--- config.mk ---
export PLATFORM = sky130hd
export DESIGN_NAME = clk_source_selector
export DESIGN_NICKNAME = d
export VERILOG_FILES = /design/src/logic/clk_sel_pkg.sv /design/src/logic/slow_crystal_if.sv /design/src/logic/slow_crystal_ctrl.sv /design/src/logic/clk_source_selector.sv
export SDC_FILE = /design/constraint.sdc
export NUM_CORES = 1
export LEC_CHECK = 0
export ABC_AREA = 1
export BUFFER_PORTS_ARGS = -buffer_cell sky130_fd_sc_hd__buf_2
export CORE_MARGIN = 3
export CORE_UTILIZATION = 54
export DETAILED_ROUTE_END_ITERATION = 8
export PLACE_DENSITY = 0.81
export REMOVE_ABC_BUFFERS = 1
export SYNTH_ARGS = -nofsm -noshare
export SYNTH_HDL_FRONTEND = slang
export SYNTH_HIERARCHICAL = 1
export SYNTH_SLANG_ARGS = --single-unit
--- constraint.sdc ---
create_clock -name clk -period 2.7 [get_ports clk]
set_input_delay 0.27 -clock clk [delete_from_list [all_inputs] [get_ports clk]]
set_output_delay 0.27 -clock clk [all_outputs]
set_load 0.05 [all_outputs]
--- src/logic/clk_sel_pkg.sv ---
// Constants and types for the system clock source selector
package clk_sel_pkg;

  // Clock rate of the register side
  localparam int CLK_MHZ = 10;

  // Register byte addresses
  localparam logic [7:0] ADDR_SOURCE = 8'h00;
  localparam logic [7:0] ADDR_XTAL = 8'h04;
  localparam logic [7:0] ADDR_CTRL = 8'h08;
  localparam logic [7:0] ADDR_STATUS = 8'h0C;

  // Source register fields
  localparam int DIV_LSB = 5;
  localparam int HIGH_SEL_BIT = 3;
  localparam int LOW_SEL_BIT = 2;

  // Slow crystal register fields
  localparam int XT_EN_BIT = 0;
  localparam int XT_READY_BIT = 1;
  localparam int XT_SPEEDUP_BIT = 2;

  // Control register fields
  localparam int FAST_EN_BIT = 0;
  localparam int HALT_BIT = 1;
  localparam int PIN_OSC_BIT = 2;

  // Status register fields
  localparam int LOCKED_BIT = 0;
  localparam int SWITCHING_BIT = 1;
  localparam int HALTED_BIT = 2;

  // Reset values
  localparam logic [2:0] DIV_RST = 3'h0;
  localparam logic HIGH_SEL_RST = 1'b0;
  localparam logic LOW_SEL_RST = 1'b0;
  localparam logic XT_EN_RST = 1'b0;
  localparam logic SPEEDUP_RST = 1'b0;
  localparam logic FAST_EN_RST = 1'b1;
  localparam logic HALT_RST = 1'b0;
  localparam logic PIN_OSC_RST = 1'b0;

  // Divider code that selects the sub clock
  localparam logic [2:0] DIV_SUB = 3'h7;
  // Divider code for the undivided high-speed clock
  localparam logic [2:0] DIV_ONE = 3'h0;

  // Oscillator index in the sampled input vector
  localparam int OSC_FAST_RC = 0;
  localparam int OSC_FAST_XTAL = 1;
  localparam int OSC_SLOW_RC = 2;
  localparam int OSC_SLOW_XTAL = 3;
  localparam int OSC_COUNT = 4;

  // Crystal start-up times in microseconds
  localparam int XT_SPEEDUP_START_US = 1000;
  localparam int XT_LOWPWR_START_US = 3000;
  // Start-up counts in clock cycles
  localparam int XT_SPEEDUP_START_CYC = XT_SPEEDUP_START_US * CLK_MHZ;
  localparam int XT_LOWPWR_START_CYC = XT_LOWPWR_START_US * CLK_MHZ;

  // Output switch states
  typedef enum logic [0:0] {
    SW_RUN,
    SW_PARK
  } switch_state_t;

endpackage

--- src/logic/slow_crystal_if.sv ---
// Interface between the selector and the slow crystal controller
`timescale 1ns/1ps
`default_nettype none
interface slow_crystal_if;
  logic enable;        // Software crystal enable
  logic pin_osc;       // Pins given to the oscillator
  logic locked;        // Crystal is the system clock
  logic speedup_wr;    // Write pulse for speed-up bit
  logic speedup_wdata; // Written speed-up value
  logic speedup;       // Held speed-up mode
  logic ready;         // Start-up wait is over

  // Selector side
  modport host (
    output enable, pin_osc, locked, speedup_wr, speedup_wdata,
    input speedup, ready
  );

  // Controller side
  modport ctrl (
    input enable, pin_osc, locked, speedup_wr, speedup_wdata,
    output speedup, ready
  );
endinterface
`default_nettype wire

--- src/logic/slow_crystal_ctrl.sv ---
// Slow crystal mode bit and start-up timer
`timescale 1ns/1ps
`default_nettype none
module slow_crystal_ctrl #(
  parameter int SPEEDUP_START_CYC = clk_sel_pkg::XT_SPEEDUP_START_CYC,
  parameter int LOWPWR_START_CYC = clk_sel_pkg::XT_LOWPWR_START_CYC
) (
  // Clock and reset
  input wire logic clk,
  input wire logic reset,
  // Selector link
  slow_crystal_if.ctrl xt
);

  logic speedup_q, speedup_d;     // Held mode bit
  logic ready_q, ready_d;         // Start-up finished
  logic [15:0] cnt_q, cnt_d;      // Start-up counter
  logic [15:0] target;            // Cycles for current mode

  // Low power mode waits longer than speed-up mode
  assign target = xt.speedup ? 16'(SPEEDUP_START_CYC - 1)
                             : 16'(LOWPWR_START_CYC - 1);

  // Next mode bit and start-up progress
  always_comb begin
    speedup_d = speedup_q;
    ready_d = ready_q;
    cnt_d = cnt_q;
    // Mode changes only while crystal is not driving the system
    if (xt.speedup_wr && !xt.locked) begin
      speedup_d = xt.speedup_wdata;
    end
    if (!xt.enable || !xt.pin_osc) begin
      // Stopped oscillator restarts its wait
      ready_d = 1'b0;
      cnt_d = 16'h0000;
    end else if (!ready_q) begin
      // Count start-up after the enable is set
      if (cnt_q >= target) begin
        ready_d = 1'b1;
      end else begin
        cnt_d = cnt_q + 16'h0001;
      end
    end
    // Once ready, a mode change keeps the clock running
  end

  // Register the controller state
  always_ff @(posedge clk) begin
    if (reset) begin
      speedup_q <= clk_sel_pkg::SPEEDUP_RST;
      ready_q <= 1'b0;
      cnt_q <= 16'h0000;
    end else begin
      speedup_q <= speedup_d;
      ready_q <= ready_d;
      cnt_q <= cnt_d;
    end
  end

  assign xt.speedup = speedup_q;
  assign xt.ready = ready_q;

endmodule
`default_nettype wire

--- src/logic/clk_source_selector.sv ---
// System clock source selector with APB control registers
//
// Our own choices: the register addresses and register access over APB.
`timescale 1ns/1ps
`default_nettype none
module clk_source_selector #(
  parameter int SPEEDUP_START_CYC = clk_sel_pkg::XT_SPEEDUP_START_CYC,
  parameter int LOWPWR_START_CYC = clk_sel_pkg::XT_LOWPWR_START_CYC
) (
  // Clock and reset
  input wire logic clk,
  input wire logic reset,
  // APB slave
  input wire logic [7:0] paddr,
  input wire logic psel,
  input wire logic penable,
  input wire logic pwrite,
  input wire logic [31:0] pwdata,
  output logic [31:0] prdata,
  output logic pready,
  output logic pslverr,
  // Oscillator outputs
  input wire logic fast_rc_osc,
  input wire logic fast_crystal_osc,
  input wire logic slow_rc_osc,
  input wire logic slow_crystal_osc,
  // Oscillator controls
  output logic fast_rc_osc_en,
  output logic fast_crystal_osc_en,
  output logic slow_crystal_osc_en,
  output logic slow_crystal_speedup,
  output logic slow_crystal_pins_osc,
  // Generated clocks
  output logic system_clock,
  output logic timer_clock
);

  // Crystal controller link
  slow_crystal_if xt ();

  // Raw oscillator levels as a vector
  logic [clk_sel_pkg::OSC_COUNT-1:0] osc_raw;
  // First synchroniser stage
  logic [clk_sel_pkg::OSC_COUNT-1:0] osc_s1_q;
  // Second synchroniser stage
  logic [clk_sel_pkg::OSC_COUNT-1:0] osc_s2_q;
  // Previous level for edge detect
  logic [clk_sel_pkg::OSC_COUNT-1:0] osc_prev_q;
  // One-cycle rising edge markers
  logic [clk_sel_pkg::OSC_COUNT-1:0] osc_rise;

  assign osc_raw[clk_sel_pkg::OSC_FAST_RC] = fast_rc_osc;
  assign osc_raw[clk_sel_pkg::OSC_FAST_XTAL] = fast_crystal_osc;
  assign osc_raw[clk_sel_pkg::OSC_SLOW_RC] = slow_rc_osc;
  assign osc_raw[clk_sel_pkg::OSC_SLOW_XTAL] = slow_crystal_osc;

  // Two-stage sampling and edge detect per oscillator
  genvar gi;
  generate
    for (gi = 0; gi < clk_sel_pkg::OSC_COUNT; gi++) begin : g_osc
      always_ff @(posedge clk) begin
        if (reset) begin
          osc_s1_q[gi] <= 1'b0;
          osc_s2_q[gi] <= 1'b0;
          osc_prev_q[gi] <= 1'b0;
        end else begin
          osc_s1_q[gi] <= osc_raw[gi];
          osc_s2_q[gi] <= osc_s1_q[gi];
          osc_prev_q[gi] <= osc_s2_q[gi];
        end
      end
      // Edge seen only on the second stage
      assign osc_rise[gi] = osc_s2_q[gi] & ~osc_prev_q[gi];
    end
  endgenerate

  // Software-visible control fields
  logic [2:0] div_reg_q, div_reg_d;     // Divider select
  logic high_reg_q, high_reg_d;         // High source select
  logic low_reg_q, low_reg_d;           // Low source select
  logic xt_en_q, xt_en_d;               // Slow crystal enable
  logic fast_en_q, fast_en_d;           // Fast osc keep-running
  logic halt_q, halt_d;                 // System clock halt
  logic pin_q, pin_d;                   // Crystal pin function
  // APB answer registers
  logic [31:0] prdata_q, prdata_d;
  logic pready_q, pready_d;
  logic pslverr_q, pslverr_d;
  // Bus decode helpers
  logic wr_en;                          // Write takes effect now
  logic [31:0] rd_word;                 // Word at current address
  logic rd_hit;                         // Address is mapped

  // Active selection used by the output path
  logic [2:0] act_div_q, act_div_d;
  logic act_high_q, act_high_d;
  logic act_low_q, act_low_d;
  // Divider counter and divided level
  logic [4:0] div_cnt_q, div_cnt_d;
  logic div_lvl_q, div_lvl_d;
  // Output switch state and output levels
  clk_sel_pkg::switch_state_t sw_q, sw_d;
  logic sys_clk_q, sys_clk_d;
  logic timer_clk_q, timer_clk_d;
  // Oscillator control outputs
  logic fast_rc_osc_en_q, fast_rc_osc_en_d;
  logic hxt_en_q, hxt_en_d;
  logic lxt_en_q, lxt_en_d;

  // Selected clock levels and edges
  logic high_lvl;           // High-speed clock level
  logic high_rise;          // High-speed clock rising edge
  logic sub_lvl;            // Sub clock level
  logic cand_lvl;           // Level the output would follow
  logic [4:0] half_last;    // Last count of a half period
  logic need_high;          // High-speed clock is in use
  logic sel_change;         // Software asks for a new selection
  logic locked;             // Crystal is the system clock

  // Crystal drives the system when sub clock and crystal chosen
  assign locked = (div_reg_q == clk_sel_pkg::DIV_SUB) && low_reg_q;

  // Fast crystal or fast RC gives the high-speed clock
  assign high_lvl = act_high_q ? osc_s2_q[clk_sel_pkg::OSC_FAST_XTAL]
                               : osc_s2_q[clk_sel_pkg::OSC_FAST_RC];
  assign high_rise = act_high_q ? osc_rise[clk_sel_pkg::OSC_FAST_XTAL]
                                : osc_rise[clk_sel_pkg::OSC_FAST_RC];

  // Slow crystal, once started, or slow RC gives the sub clock
  always_comb begin
    if (act_low_q) begin
      sub_lvl = osc_s2_q[clk_sel_pkg::OSC_SLOW_XTAL] & xt.ready;
    end else begin
      sub_lvl = osc_s2_q[clk_sel_pkg::OSC_SLOW_RC];
    end
  end

  // Half period in high-speed edges for ratios 2 to 64
  always_comb begin
    half_last = 5'h00;
    if (act_div_q != clk_sel_pkg::DIV_ONE && act_div_q != clk_sel_pkg::DIV_SUB) begin
      half_last = 5'((6'h01 << (act_div_q - 3'h1)) - 6'h01);
    end
  end

  // Level the output follows for the active choice
  always_comb begin
    if (act_div_q == clk_sel_pkg::DIV_SUB) begin
      cand_lvl = sub_lvl;
    end else if (act_div_q == clk_sel_pkg::DIV_ONE) begin
      cand_lvl = high_lvl;
    end else begin
      cand_lvl = div_lvl_q;
    end
  end

  // Pending change of source, ratio or halt
  assign sel_change = (div_reg_q != act_div_q) || (high_reg_q != act_high_q) ||
                      (low_reg_q != act_low_q) || halt_q;

  // High-speed clock needed now or by the pending choice
  assign need_high = (act_div_q != clk_sel_pkg::DIV_SUB) ||
                     (div_reg_q != clk_sel_pkg::DIV_SUB);

  // Output path next state
  always_comb begin
    sw_d = sw_q;
    act_div_d = act_div_q;
    act_high_d = act_high_q;
    act_low_d = act_low_q;
    div_cnt_d = div_cnt_q;
    div_lvl_d = div_lvl_q;
    sys_clk_d = sys_clk_q;
    // Divider runs on high-speed edges
    if (high_rise) begin
      if (div_cnt_q >= half_last) begin
        div_cnt_d = 5'h00;
        div_lvl_d = ~div_lvl_q;
      end else begin
        div_cnt_d = div_cnt_q + 5'h01;
      end
    end
    unique case (sw_q)
      clk_sel_pkg::SW_RUN: begin
        // Leave only while output is low, so no pulse is cut
        if (sel_change && !sys_clk_q) begin
          sw_d = clk_sel_pkg::SW_PARK;
          sys_clk_d = 1'b0;
        end else begin
          sys_clk_d = cand_lvl;
        end
      end
      clk_sel_pkg::SW_PARK: begin
        // Output held low while the new choice settles
        sys_clk_d = 1'b0;
        act_div_d = div_reg_q;
        act_high_d = high_reg_q;
        act_low_d = low_reg_q;
        if (sel_change) begin
          // Restart the divider for the new ratio
          div_cnt_d = 5'h00;
          div_lvl_d = 1'b0;
        end else if (!cand_lvl) begin
          // Resume when the new source is low as well
          sw_d = clk_sel_pkg::SW_RUN;
        end
      end
    endcase
    // Timer clock keeps running from the slow RC in halt
    timer_clk_d = osc_s2_q[clk_sel_pkg::OSC_SLOW_RC];
  end

  // Oscillator enables
  always_comb begin
    // Fast oscillator stops in sub mode unless kept on
    fast_rc_osc_en_d = (fast_en_q || need_high) &&
                (!high_reg_q || !act_high_q);
    hxt_en_d = (fast_en_q || need_high) &&
               (high_reg_q || act_high_q);
    // Crystal runs only when enabled and pins are given to it
    // Built from the next values so the enable never outlives the pins
    lxt_en_d = xt_en_d && pin_d;
  end

  // Write strobe on the access edge that completes
  assign wr_en = psel && penable && pready_q && pwrite;

  // Read word decode
  always_comb begin
    rd_word = 32'h0000_0000;
    rd_hit = 1'b1;
    unique case (paddr)
      clk_sel_pkg::ADDR_SOURCE: begin
        rd_word[clk_sel_pkg::DIV_LSB +: 3] = div_reg_q;
        rd_word[clk_sel_pkg::HIGH_SEL_BIT] = high_reg_q;
        rd_word[clk_sel_pkg::LOW_SEL_BIT] = low_reg_q;
      end
      clk_sel_pkg::ADDR_XTAL: begin
        rd_word[clk_sel_pkg::XT_EN_BIT] = xt_en_q;
        rd_word[clk_sel_pkg::XT_READY_BIT] = xt.ready;
        rd_word[clk_sel_pkg::XT_SPEEDUP_BIT] = xt.speedup;
      end
      clk_sel_pkg::ADDR_CTRL: begin
        rd_word[clk_sel_pkg::FAST_EN_BIT] = fast_en_q;
        rd_word[clk_sel_pkg::HALT_BIT] = halt_q;
        rd_word[clk_sel_pkg::PIN_OSC_BIT] = pin_q;
      end
      clk_sel_pkg::ADDR_STATUS: begin
        rd_word[clk_sel_pkg::LOCKED_BIT] = locked;
        rd_word[clk_sel_pkg::SWITCHING_BIT] = (sw_q == clk_sel_pkg::SW_PARK);
        rd_word[clk_sel_pkg::HALTED_BIT] = (sw_q == clk_sel_pkg::SW_PARK) && halt_q;
      end
      default: begin
        // Unmapped address answers with an error
        rd_hit = 1'b0;
      end
    endcase
  end

  // Register file and APB answer next state
  always_comb begin
    div_reg_d = div_reg_q;
    high_reg_d = high_reg_q;
    low_reg_d = low_reg_q;
    xt_en_d = xt_en_q;
    fast_en_d = fast_en_q;
    halt_d = halt_q;
    pin_d = pin_q;
    // Answer is prepared in the setup cycle
    pready_d = psel && !penable;
    pslverr_d = psel && !penable && !rd_hit;
    prdata_d = (psel && !penable && !pwrite) ? rd_word : 32'h0000_0000;
    if (wr_en) begin
      unique case (paddr)
        clk_sel_pkg::ADDR_SOURCE: begin
          div_reg_d = pwdata[clk_sel_pkg::DIV_LSB +: 3];
          high_reg_d = pwdata[clk_sel_pkg::HIGH_SEL_BIT];
          low_reg_d = pwdata[clk_sel_pkg::LOW_SEL_BIT];
        end
        clk_sel_pkg::ADDR_XTAL: begin
          xt_en_d = pwdata[clk_sel_pkg::XT_EN_BIT];
        end
        clk_sel_pkg::ADDR_CTRL: begin
          fast_en_d = pwdata[clk_sel_pkg::FAST_EN_BIT];
          halt_d = pwdata[clk_sel_pkg::HALT_BIT];
          pin_d = pwdata[clk_sel_pkg::PIN_OSC_BIT];
        end
        default: begin
          // Status and unmapped writes change nothing
        end
      endcase
    end
  end

  // Speed-up write passes to the crystal controller
  assign xt.speedup_wr = wr_en && (paddr == clk_sel_pkg::ADDR_XTAL);
  assign xt.speedup_wdata = pwdata[clk_sel_pkg::XT_SPEEDUP_BIT];
  assign xt.enable = xt_en_q;
  assign xt.pin_osc = pin_q;
  assign xt.locked = locked;

  // Register the control fields and bus answer
  always_ff @(posedge clk) begin
    if (reset) begin
      div_reg_q <= clk_sel_pkg::DIV_RST;
      high_reg_q <= clk_sel_pkg::HIGH_SEL_RST;
      low_reg_q <= clk_sel_pkg::LOW_SEL_RST;
      xt_en_q <= clk_sel_pkg::XT_EN_RST;
      fast_en_q <= clk_sel_pkg::FAST_EN_RST;
      halt_q <= clk_sel_pkg::HALT_RST;
      pin_q <= clk_sel_pkg::PIN_OSC_RST;
      prdata_q <= 32'h0000_0000;
      pready_q <= 1'b0;
      pslverr_q <= 1'b0;
    end else begin
      div_reg_q <= div_reg_d;
      high_reg_q <= high_reg_d;
      low_reg_q <= low_reg_d;
      xt_en_q <= xt_en_d;
      fast_en_q <= fast_en_d;
      halt_q <= halt_d;
      pin_q <= pin_d;
      prdata_q <= prdata_d;
      pready_q <= pready_d;
      pslverr_q <= pslverr_d;
    end
  end

  // Register the output path and oscillator controls
  always_ff @(posedge clk) begin
    if (reset) begin
      sw_q <= clk_sel_pkg::SW_PARK;
      act_div_q <= clk_sel_pkg::DIV_RST;
      act_high_q <= clk_sel_pkg::HIGH_SEL_RST;
      act_low_q <= clk_sel_pkg::LOW_SEL_RST;
      div_cnt_q <= 5'h00;
      div_lvl_q <= 1'b0;
      sys_clk_q <= 1'b0;
      timer_clk_q <= 1'b0;
      fast_rc_osc_en_q <= 1'b0;
      hxt_en_q <= 1'b0;
      lxt_en_q <= 1'b0;
    end else begin
      sw_q <= sw_d;
      act_div_q <= act_div_d;
      act_high_q <= act_high_d;
      act_low_q <= act_low_d;
      div_cnt_q <= div_cnt_d;
      div_lvl_q <= div_lvl_d;
      sys_clk_q <= sys_clk_d;
      timer_clk_q <= timer_clk_d;
      fast_rc_osc_en_q <= fast_rc_osc_en_d;
      hxt_en_q <= hxt_en_d;
      lxt_en_q <= lxt_en_d;
    end
  end

  // Slow crystal mode and start-up timer
  slow_crystal_ctrl #(
    .SPEEDUP_START_CYC(SPEEDUP_START_CYC),
    .LOWPWR_START_CYC(LOWPWR_START_CYC)
  ) u_xtal (
    .clk(clk),
    .reset(reset),
    .xt(xt)
  );

  // Outputs straight from flip-flops
  assign prdata = prdata_q;
  assign pready = pready_q;
  assign pslverr = pslverr_q;
  assign fast_rc_osc_en = fast_rc_osc_en_q;
  assign fast_crystal_osc_en = hxt_en_q;
  assign slow_crystal_osc_en = lxt_en_q;
  assign slow_crystal_speedup = xt.speedup;
  assign slow_crystal_pins_osc = pin_q;
  assign system_clock = sys_clk_q;
  assign timer_clock = timer_clk_q;

endmodule
`default_nettype wire

After elaboration in Yosys (flattened, before gate mapping)
Index checks and enable logic that the tools add are counted.
- register bits after elaboration: 88
- bits of input ports: 49
- output and inout bits: 41
- eq/ne operators: 10
- magnitude comparators: 2
- multiplexer cells: 30
- add/sub/neg operators: 4
- reduce and logical (&&, ||, !) cells: 42
- bitwise operators: 11
- shift operators: 1
- operators with widths (kind ; number):
    $mux W5 ; 5
    $mux W1 ; 20
    $add A16 B1 Y16 const B ; 1
    $eq A8 B4 Y1 const B ; 2
    $ge A16 B16 Y1 ; 1
    $logic_and A1 B1 Y1 ; 15
    $mux W15 ; 1
    $logic_not A1 Y1 ; 9
    $eq A8 B3 Y1 const B ; 1
    $logic_not A8 Y1 ; 1
    $logic_or A1 B1 Y1 ; 8
    $not A1 Y1 ; 8
    $eq A3 B3 Y1 const B ; 2
    $ne A3 B3 Y1 const B ; 2
    $pmux W2 S3 ; 1
    $reduce_and A2 Y1 ; 3
    $add A5 B1 Y5 const B ; 1
    $ge A5 B5 Y1 ; 1
    $shl A1 B3 Y5 const A ; 1
    $sub A5 B1 Y5 const B ; 1
    $pmux W1 S2 ; 2
    $pmux W1 S4 ; 1
    $reduce_or A2 Y1 ; 2
    $reduce_or A4 Y1 ; 1
    other kinds (7) ; 10

Longest topological paths before layout
- depth in word-level cells: 9
- depth in mapped cells: 16

Hierarchy
Netlist, hierarchy kept.
- by module, submodules not included (module ; cells each ; area each (um^2) ; instances ; seq. area each (um^2)):
    clk_source_selector ; 326 ; 2316.0 ; 1 ; 900.9
    slow_crystal_ctrl ; 199 ; 1273.7 ; 1 ; 360.3

Least setup slack after synthesis
OpenSTA, ideal clock, no wires.
- kind: reg-to-reg
- start: register act_div_q[1]
- end: register div_cnt_q[2]
- path buffers: 0
- slack: 0.670 ns
- stages on the path, launching flop included: 15
- clock period less this slack: 2.030 ns
- required time: 2.584 ns
- arrival time: 1.914 ns
- cell sequence: dfxtp_1 inv_2 nand2_1 nor2_1 inv_1 ha_1 or2_2 ha_1 nand2_1 nor2_1 nand2_1 nand3_1 nand2_1 nand3_2 nor2_1
- longest elaborated chain between the ends: 9
- RTL lines (item ; line ; text):
    from (decl) ; clk_source_selector.sv:95 ; logic [2:0] act_div_q, act_div_d;
    from (signal assigned) ; clk_source_selector.sv:333 ; act_div_q <= clk_sel_pkg::DIV_RST;
    from (signal assigned) ; clk_source_selector.sv:345 ; act_div_q <= act_div_d;
    $sub A3 B1 Y3 ; clk_source_selector.sv:142 ; half_last = 5'((6'h01 << (act_div_q - 3'h1)) - 6'h01);
    $shl A1 B3 Y5 ; clk_source_selector.sv:142 ;
    $sub A5 B1 Y5 ; clk_source_selector.sv:142 ;
    $mux W5 ; clk_source_selector.sv:141 ; if (act_div_q != clk_sel_pkg::DIV_ONE && act_div_q != clk_sel_pkg::DIV_SUB) begin
    $ge A5 B5 Y1 ; clk_source_selector.sv:176 ; if (div_cnt_q >= half_last) begin
    $mux W5 ; clk_source_selector.sv:176 ;
    $mux W5 ; clk_source_selector.sv:175 ; if (high_rise) begin
    $mux W5 ; clk_source_selector.sv:199 ; if (sel_change) begin
    $mux W5 * ; clk_source_selector.sv:183 ; unique case (sw_q)
    to (signal assigned) ; clk_source_selector.sv:348 ; div_cnt_q <= div_cnt_d;
    to (decl) ; clk_source_selector.sv:99 ; logic [4:0] div_cnt_q, div_cnt_d;
Mark *: on every way between the ends. The rest lies on a longest branch, timed or not.
A chain may end at the register's enable or synchronous reset.

Worst setup path in the final report
- start: register act_div_q[1]
- end: register div_cnt_q[4]
Same word-level chain as after synthesis.

==> summary.txt <==
Global route
  • Global routing usage summed across all routing layers: about a fifth
  • GRT overflow: 0
  • Global-route wire length before repair: between 10 and 15 mm
  • GR peak layer: met2
  • Initial antenna violation count: 0
  • Largest net degree at the start of global routing: 20
  • Met3 usage: under 10%
  • GR Util met1: 22.4%
  • GR Util met2: about 34%
  • Vias in the first global route: approximately 2800

Timing
  • Max-slew headroom: between 60% and 70%
  • Unrepaired setup endpoints after global routing: no
  • Max Clk Rate: between 400 and 500 MHz
  • Fin Setup TNS: 0 ns
  • Worst-margin pin slew: ~0.51 ns
  • Minimum clock period after layout: approximately 2.3 ns
  • Worst hold slack: ~0.13 ns
  • Final Max Tran Viols: 0
  • Fin crit share: 86.0%
  • Finish-stage setup viols: 0
  • Hold Fails Final Rpt: 0
  • Clk_skew: 0.00562 ns

CTS
  • CTS root buf: clkbuf_8
  • Clk slew on worst S/H paths: about 0.070 ns
  • Number of setup buffers added after CTS: 0
  • CTS Hold Bufs: 0
  • H-tree levels: 3
  • CTS max path bufs: 2
  • CTS sink cnt: 63
  • Skew-Pair Late Insertion Delay: 0.34 ns
  • CTS tree: built
  • Post-CTS resize count: 0
  • Num CTS Buffers: 9

Place
  • Buffers on Ports: 39
  • RD Place Congestion: around 0.85
  • Final HPWL DP: approximately 5.4 mm
  • Dpl cells: roughly 630

Floorplanning
  • Chip height: ~90 µm
  • Starting Density: 56.2%
  • Core area: around 6400 µm²
  • Row Count: 29
  • Die Wd: about 88 µm
  • Die area: about 7700 µm²
  • Ports: 90

Critical path
  • Reg-to-reg critical path endpoint: div_cnt_q[4]$_SDFF_PP0_
  • CP Data Required Time: between 2 and 3 ns
  • Crit path max fanout: 7
  • Crit path launch: act_div_q[1]$_SDFFE_PP0P_
  • CP endpoint kind: flip-flop
  • Worst Path Class, Setup: flip-flop to flip-flop
  • Flop-to-flop setup slack: 0.38 ns
  • R2r worst-path depth: 14
  • Crit start category: flip-flop
  • Worst EP arrival: 2.57 ns
  • Worst Setup EP: div_cnt_q[4]$_SDFF_PP0_
  • Worst reg2reg startpoint: act_div_q[1]$_SDFFE_PP0P_

Status
  • Status: completed

Layout
  • Fill cells: a little under 600
  • Most frequent cells in the layout: nand2_1 (122), nor2_1 (73), inv_1 (68)
  • Post-Layout Cell Count: around 650
  • NumNets Final: approximately 630
  • Area Overhead vs Synth: 8.33%
  • Layout cell share with drive strength beyond 1: 17.4%
  • Most common cell after layout, fill and taps aside: nand2_1
  • Antenna Cells: 0

Synth
  • Sequential fraction of the synthesis area: 35.1%
  • Main synth FF type: dfxtp_1
  • Synthesized area per cell: roughly 6.8 µm²
  • Synth async-reset ratio: 0%
  • Synth warn: 6
  • Mapped Area: 3590 µm²
  • Syn Inst Count: between 500 and 600
  • Synth Register Bits: 63
  • Number of synthesized flops with an enable pin: 0
  • Post-synth cell types: 35

Routing
  • WL final: between 7 and 8 mm
  • Residual DRC: 0
  • DR iter-0 viols: 114
  • ANT nets after route: 0
  • Avg Vias per Cell: 4.90
  • Pre-Repair DR Iteration Count: 5
  • Vias: 3170
  • Routed WL per cell: between 10 and 15 µm

Power and ir drop
  • Maximum VDD drop: about 0.44 mV
  • Leak Pwr: 1.78 nW
  • Total Power: approximately 2.2 mW
  • Pwr Density: 561 nW/µm²

Flow run
  • Maxcap violations: 0

Min path
  • Hold Crit Class: input port to flip-flop
-- critical path: stages (launching register included) --
cell     delay [ns]
dfxtp_1        0.38
inv_2          0.11
nand2_1        0.07
nor2_1         0.13
inv_1          0.06
ha_1           0.26
or2_2          0.29
ha_1           0.27
nand2_1        0.05
nor2_1         0.11
nand2_1        0.09
nand3_1        0.12
nand2_1        0.10
nand3_2        0.12
nor2_1         0.05
-- kinds of logic after synthesis --
| logic type | share of synthesized area, % |
|---|---|
| buf+inv | 14.8 |
| xor+xnor | 1.46 |
| fa+ha+maj | 4.88 |
| compound gates | 8.37 |
| flops | 35.1 |
| simple gates | 35.2 |
| other cells | 0.104 |
-- how the worst min path moves through the flow --
stage | from | to | depth (start not counted)
2_1_floorplan | reset | osc_s1_q[0]$_SDFF_PP0_ | 1
3_3_place_gp | osc_s1_q[2]$_SDFF_PP0_ | timer_clk_d$_SDFF_PP0_ | 2
3_5_place_dp | osc_s1_q[3]$_SDFF_PP0_ | osc_s2_q[3]$_SDFF_PP0_ | 2
4_1_cts | fast_rc_osc | osc_s1_q[0]$_SDFF_PP0_ | 3
5_1_grt | slow_crystal_osc | osc_s1_q[3]$_SDFF_PP0_ | 3
6_report | slow_rc_osc | osc_s1_q[2]$_SDFF_PP0_ | 3
-- metrics by stage --
stage	setup WS, ns	cell area, µm²	utilization (%)
final	0.377	3890	60.9
after global routing	0.149	3890	60.9
after CTS	0.410	3890	60.9
after detailed placement	0.484	3710	58.2
after global placement	0.527	3710	58.2
after floorplan	0.670	3420	-
-- Yosys cell counts, types with 3 or more instances --
master	instances	area share, %
nand2_1	122	13
nand2_2	14	2.4
ha_1	14	4.9
inv_1	68	7.1
nand3b_1	4	0.84
nand2_4	3	0.94
a21oi_2	5	1.2
dfxtp_1	63	35
nor2_1	73	7.6
a21oi_1	23	3.2
nor2_4	3	0.94
nand4_1	7	1.2
nor3_1	6	0.84
buf_4	27	5.6
inv_2	4	0.42
xor2_1	4	0.98
nand3_1	38	5.3
o21ai_0	18	2.5
nor2_2	9	1.6
-- per-layer routing --
metal	part of all wire (%)	wire, µm	vias to the layer above
met3	4.9	345	9
met5	0	0	-
li1	-	-	1676
met1	43	3060	1405
met4	1.1	81	0
met2	51	3570	80
-- state kept, by name, summed over array words and instances, names as in the netlist, 2 cells and up --
register      cells
u_xtal/cnt_q     16
prdata            7
div_cnt_q         5
osc_s1_q          4
act_div_q         3
div_reg_q         3
osc_s2_q          3
osc_prev_q        2
-- power by group --
group	switching [mW]	internal, mW
clock	0.377	0.331
combinational	0.314	0.140
sequential	0.0543	0.966
total	0.745	1.44
-- area by class of cell --
cell class                 count  area [µm²]  share of cell area (%)
timing repair buffer          39         195                    5.02
clock inverter                 7        50.0                    1.29
multi-input combinational    379        1890                    48.5
clock buffer                   9         124                    3.19
sequential                    63        1260                    32.4
tap                           77        96.3                    2.48
inverter                      73         277                    7.11
Power figures use the tool's default switching activity.
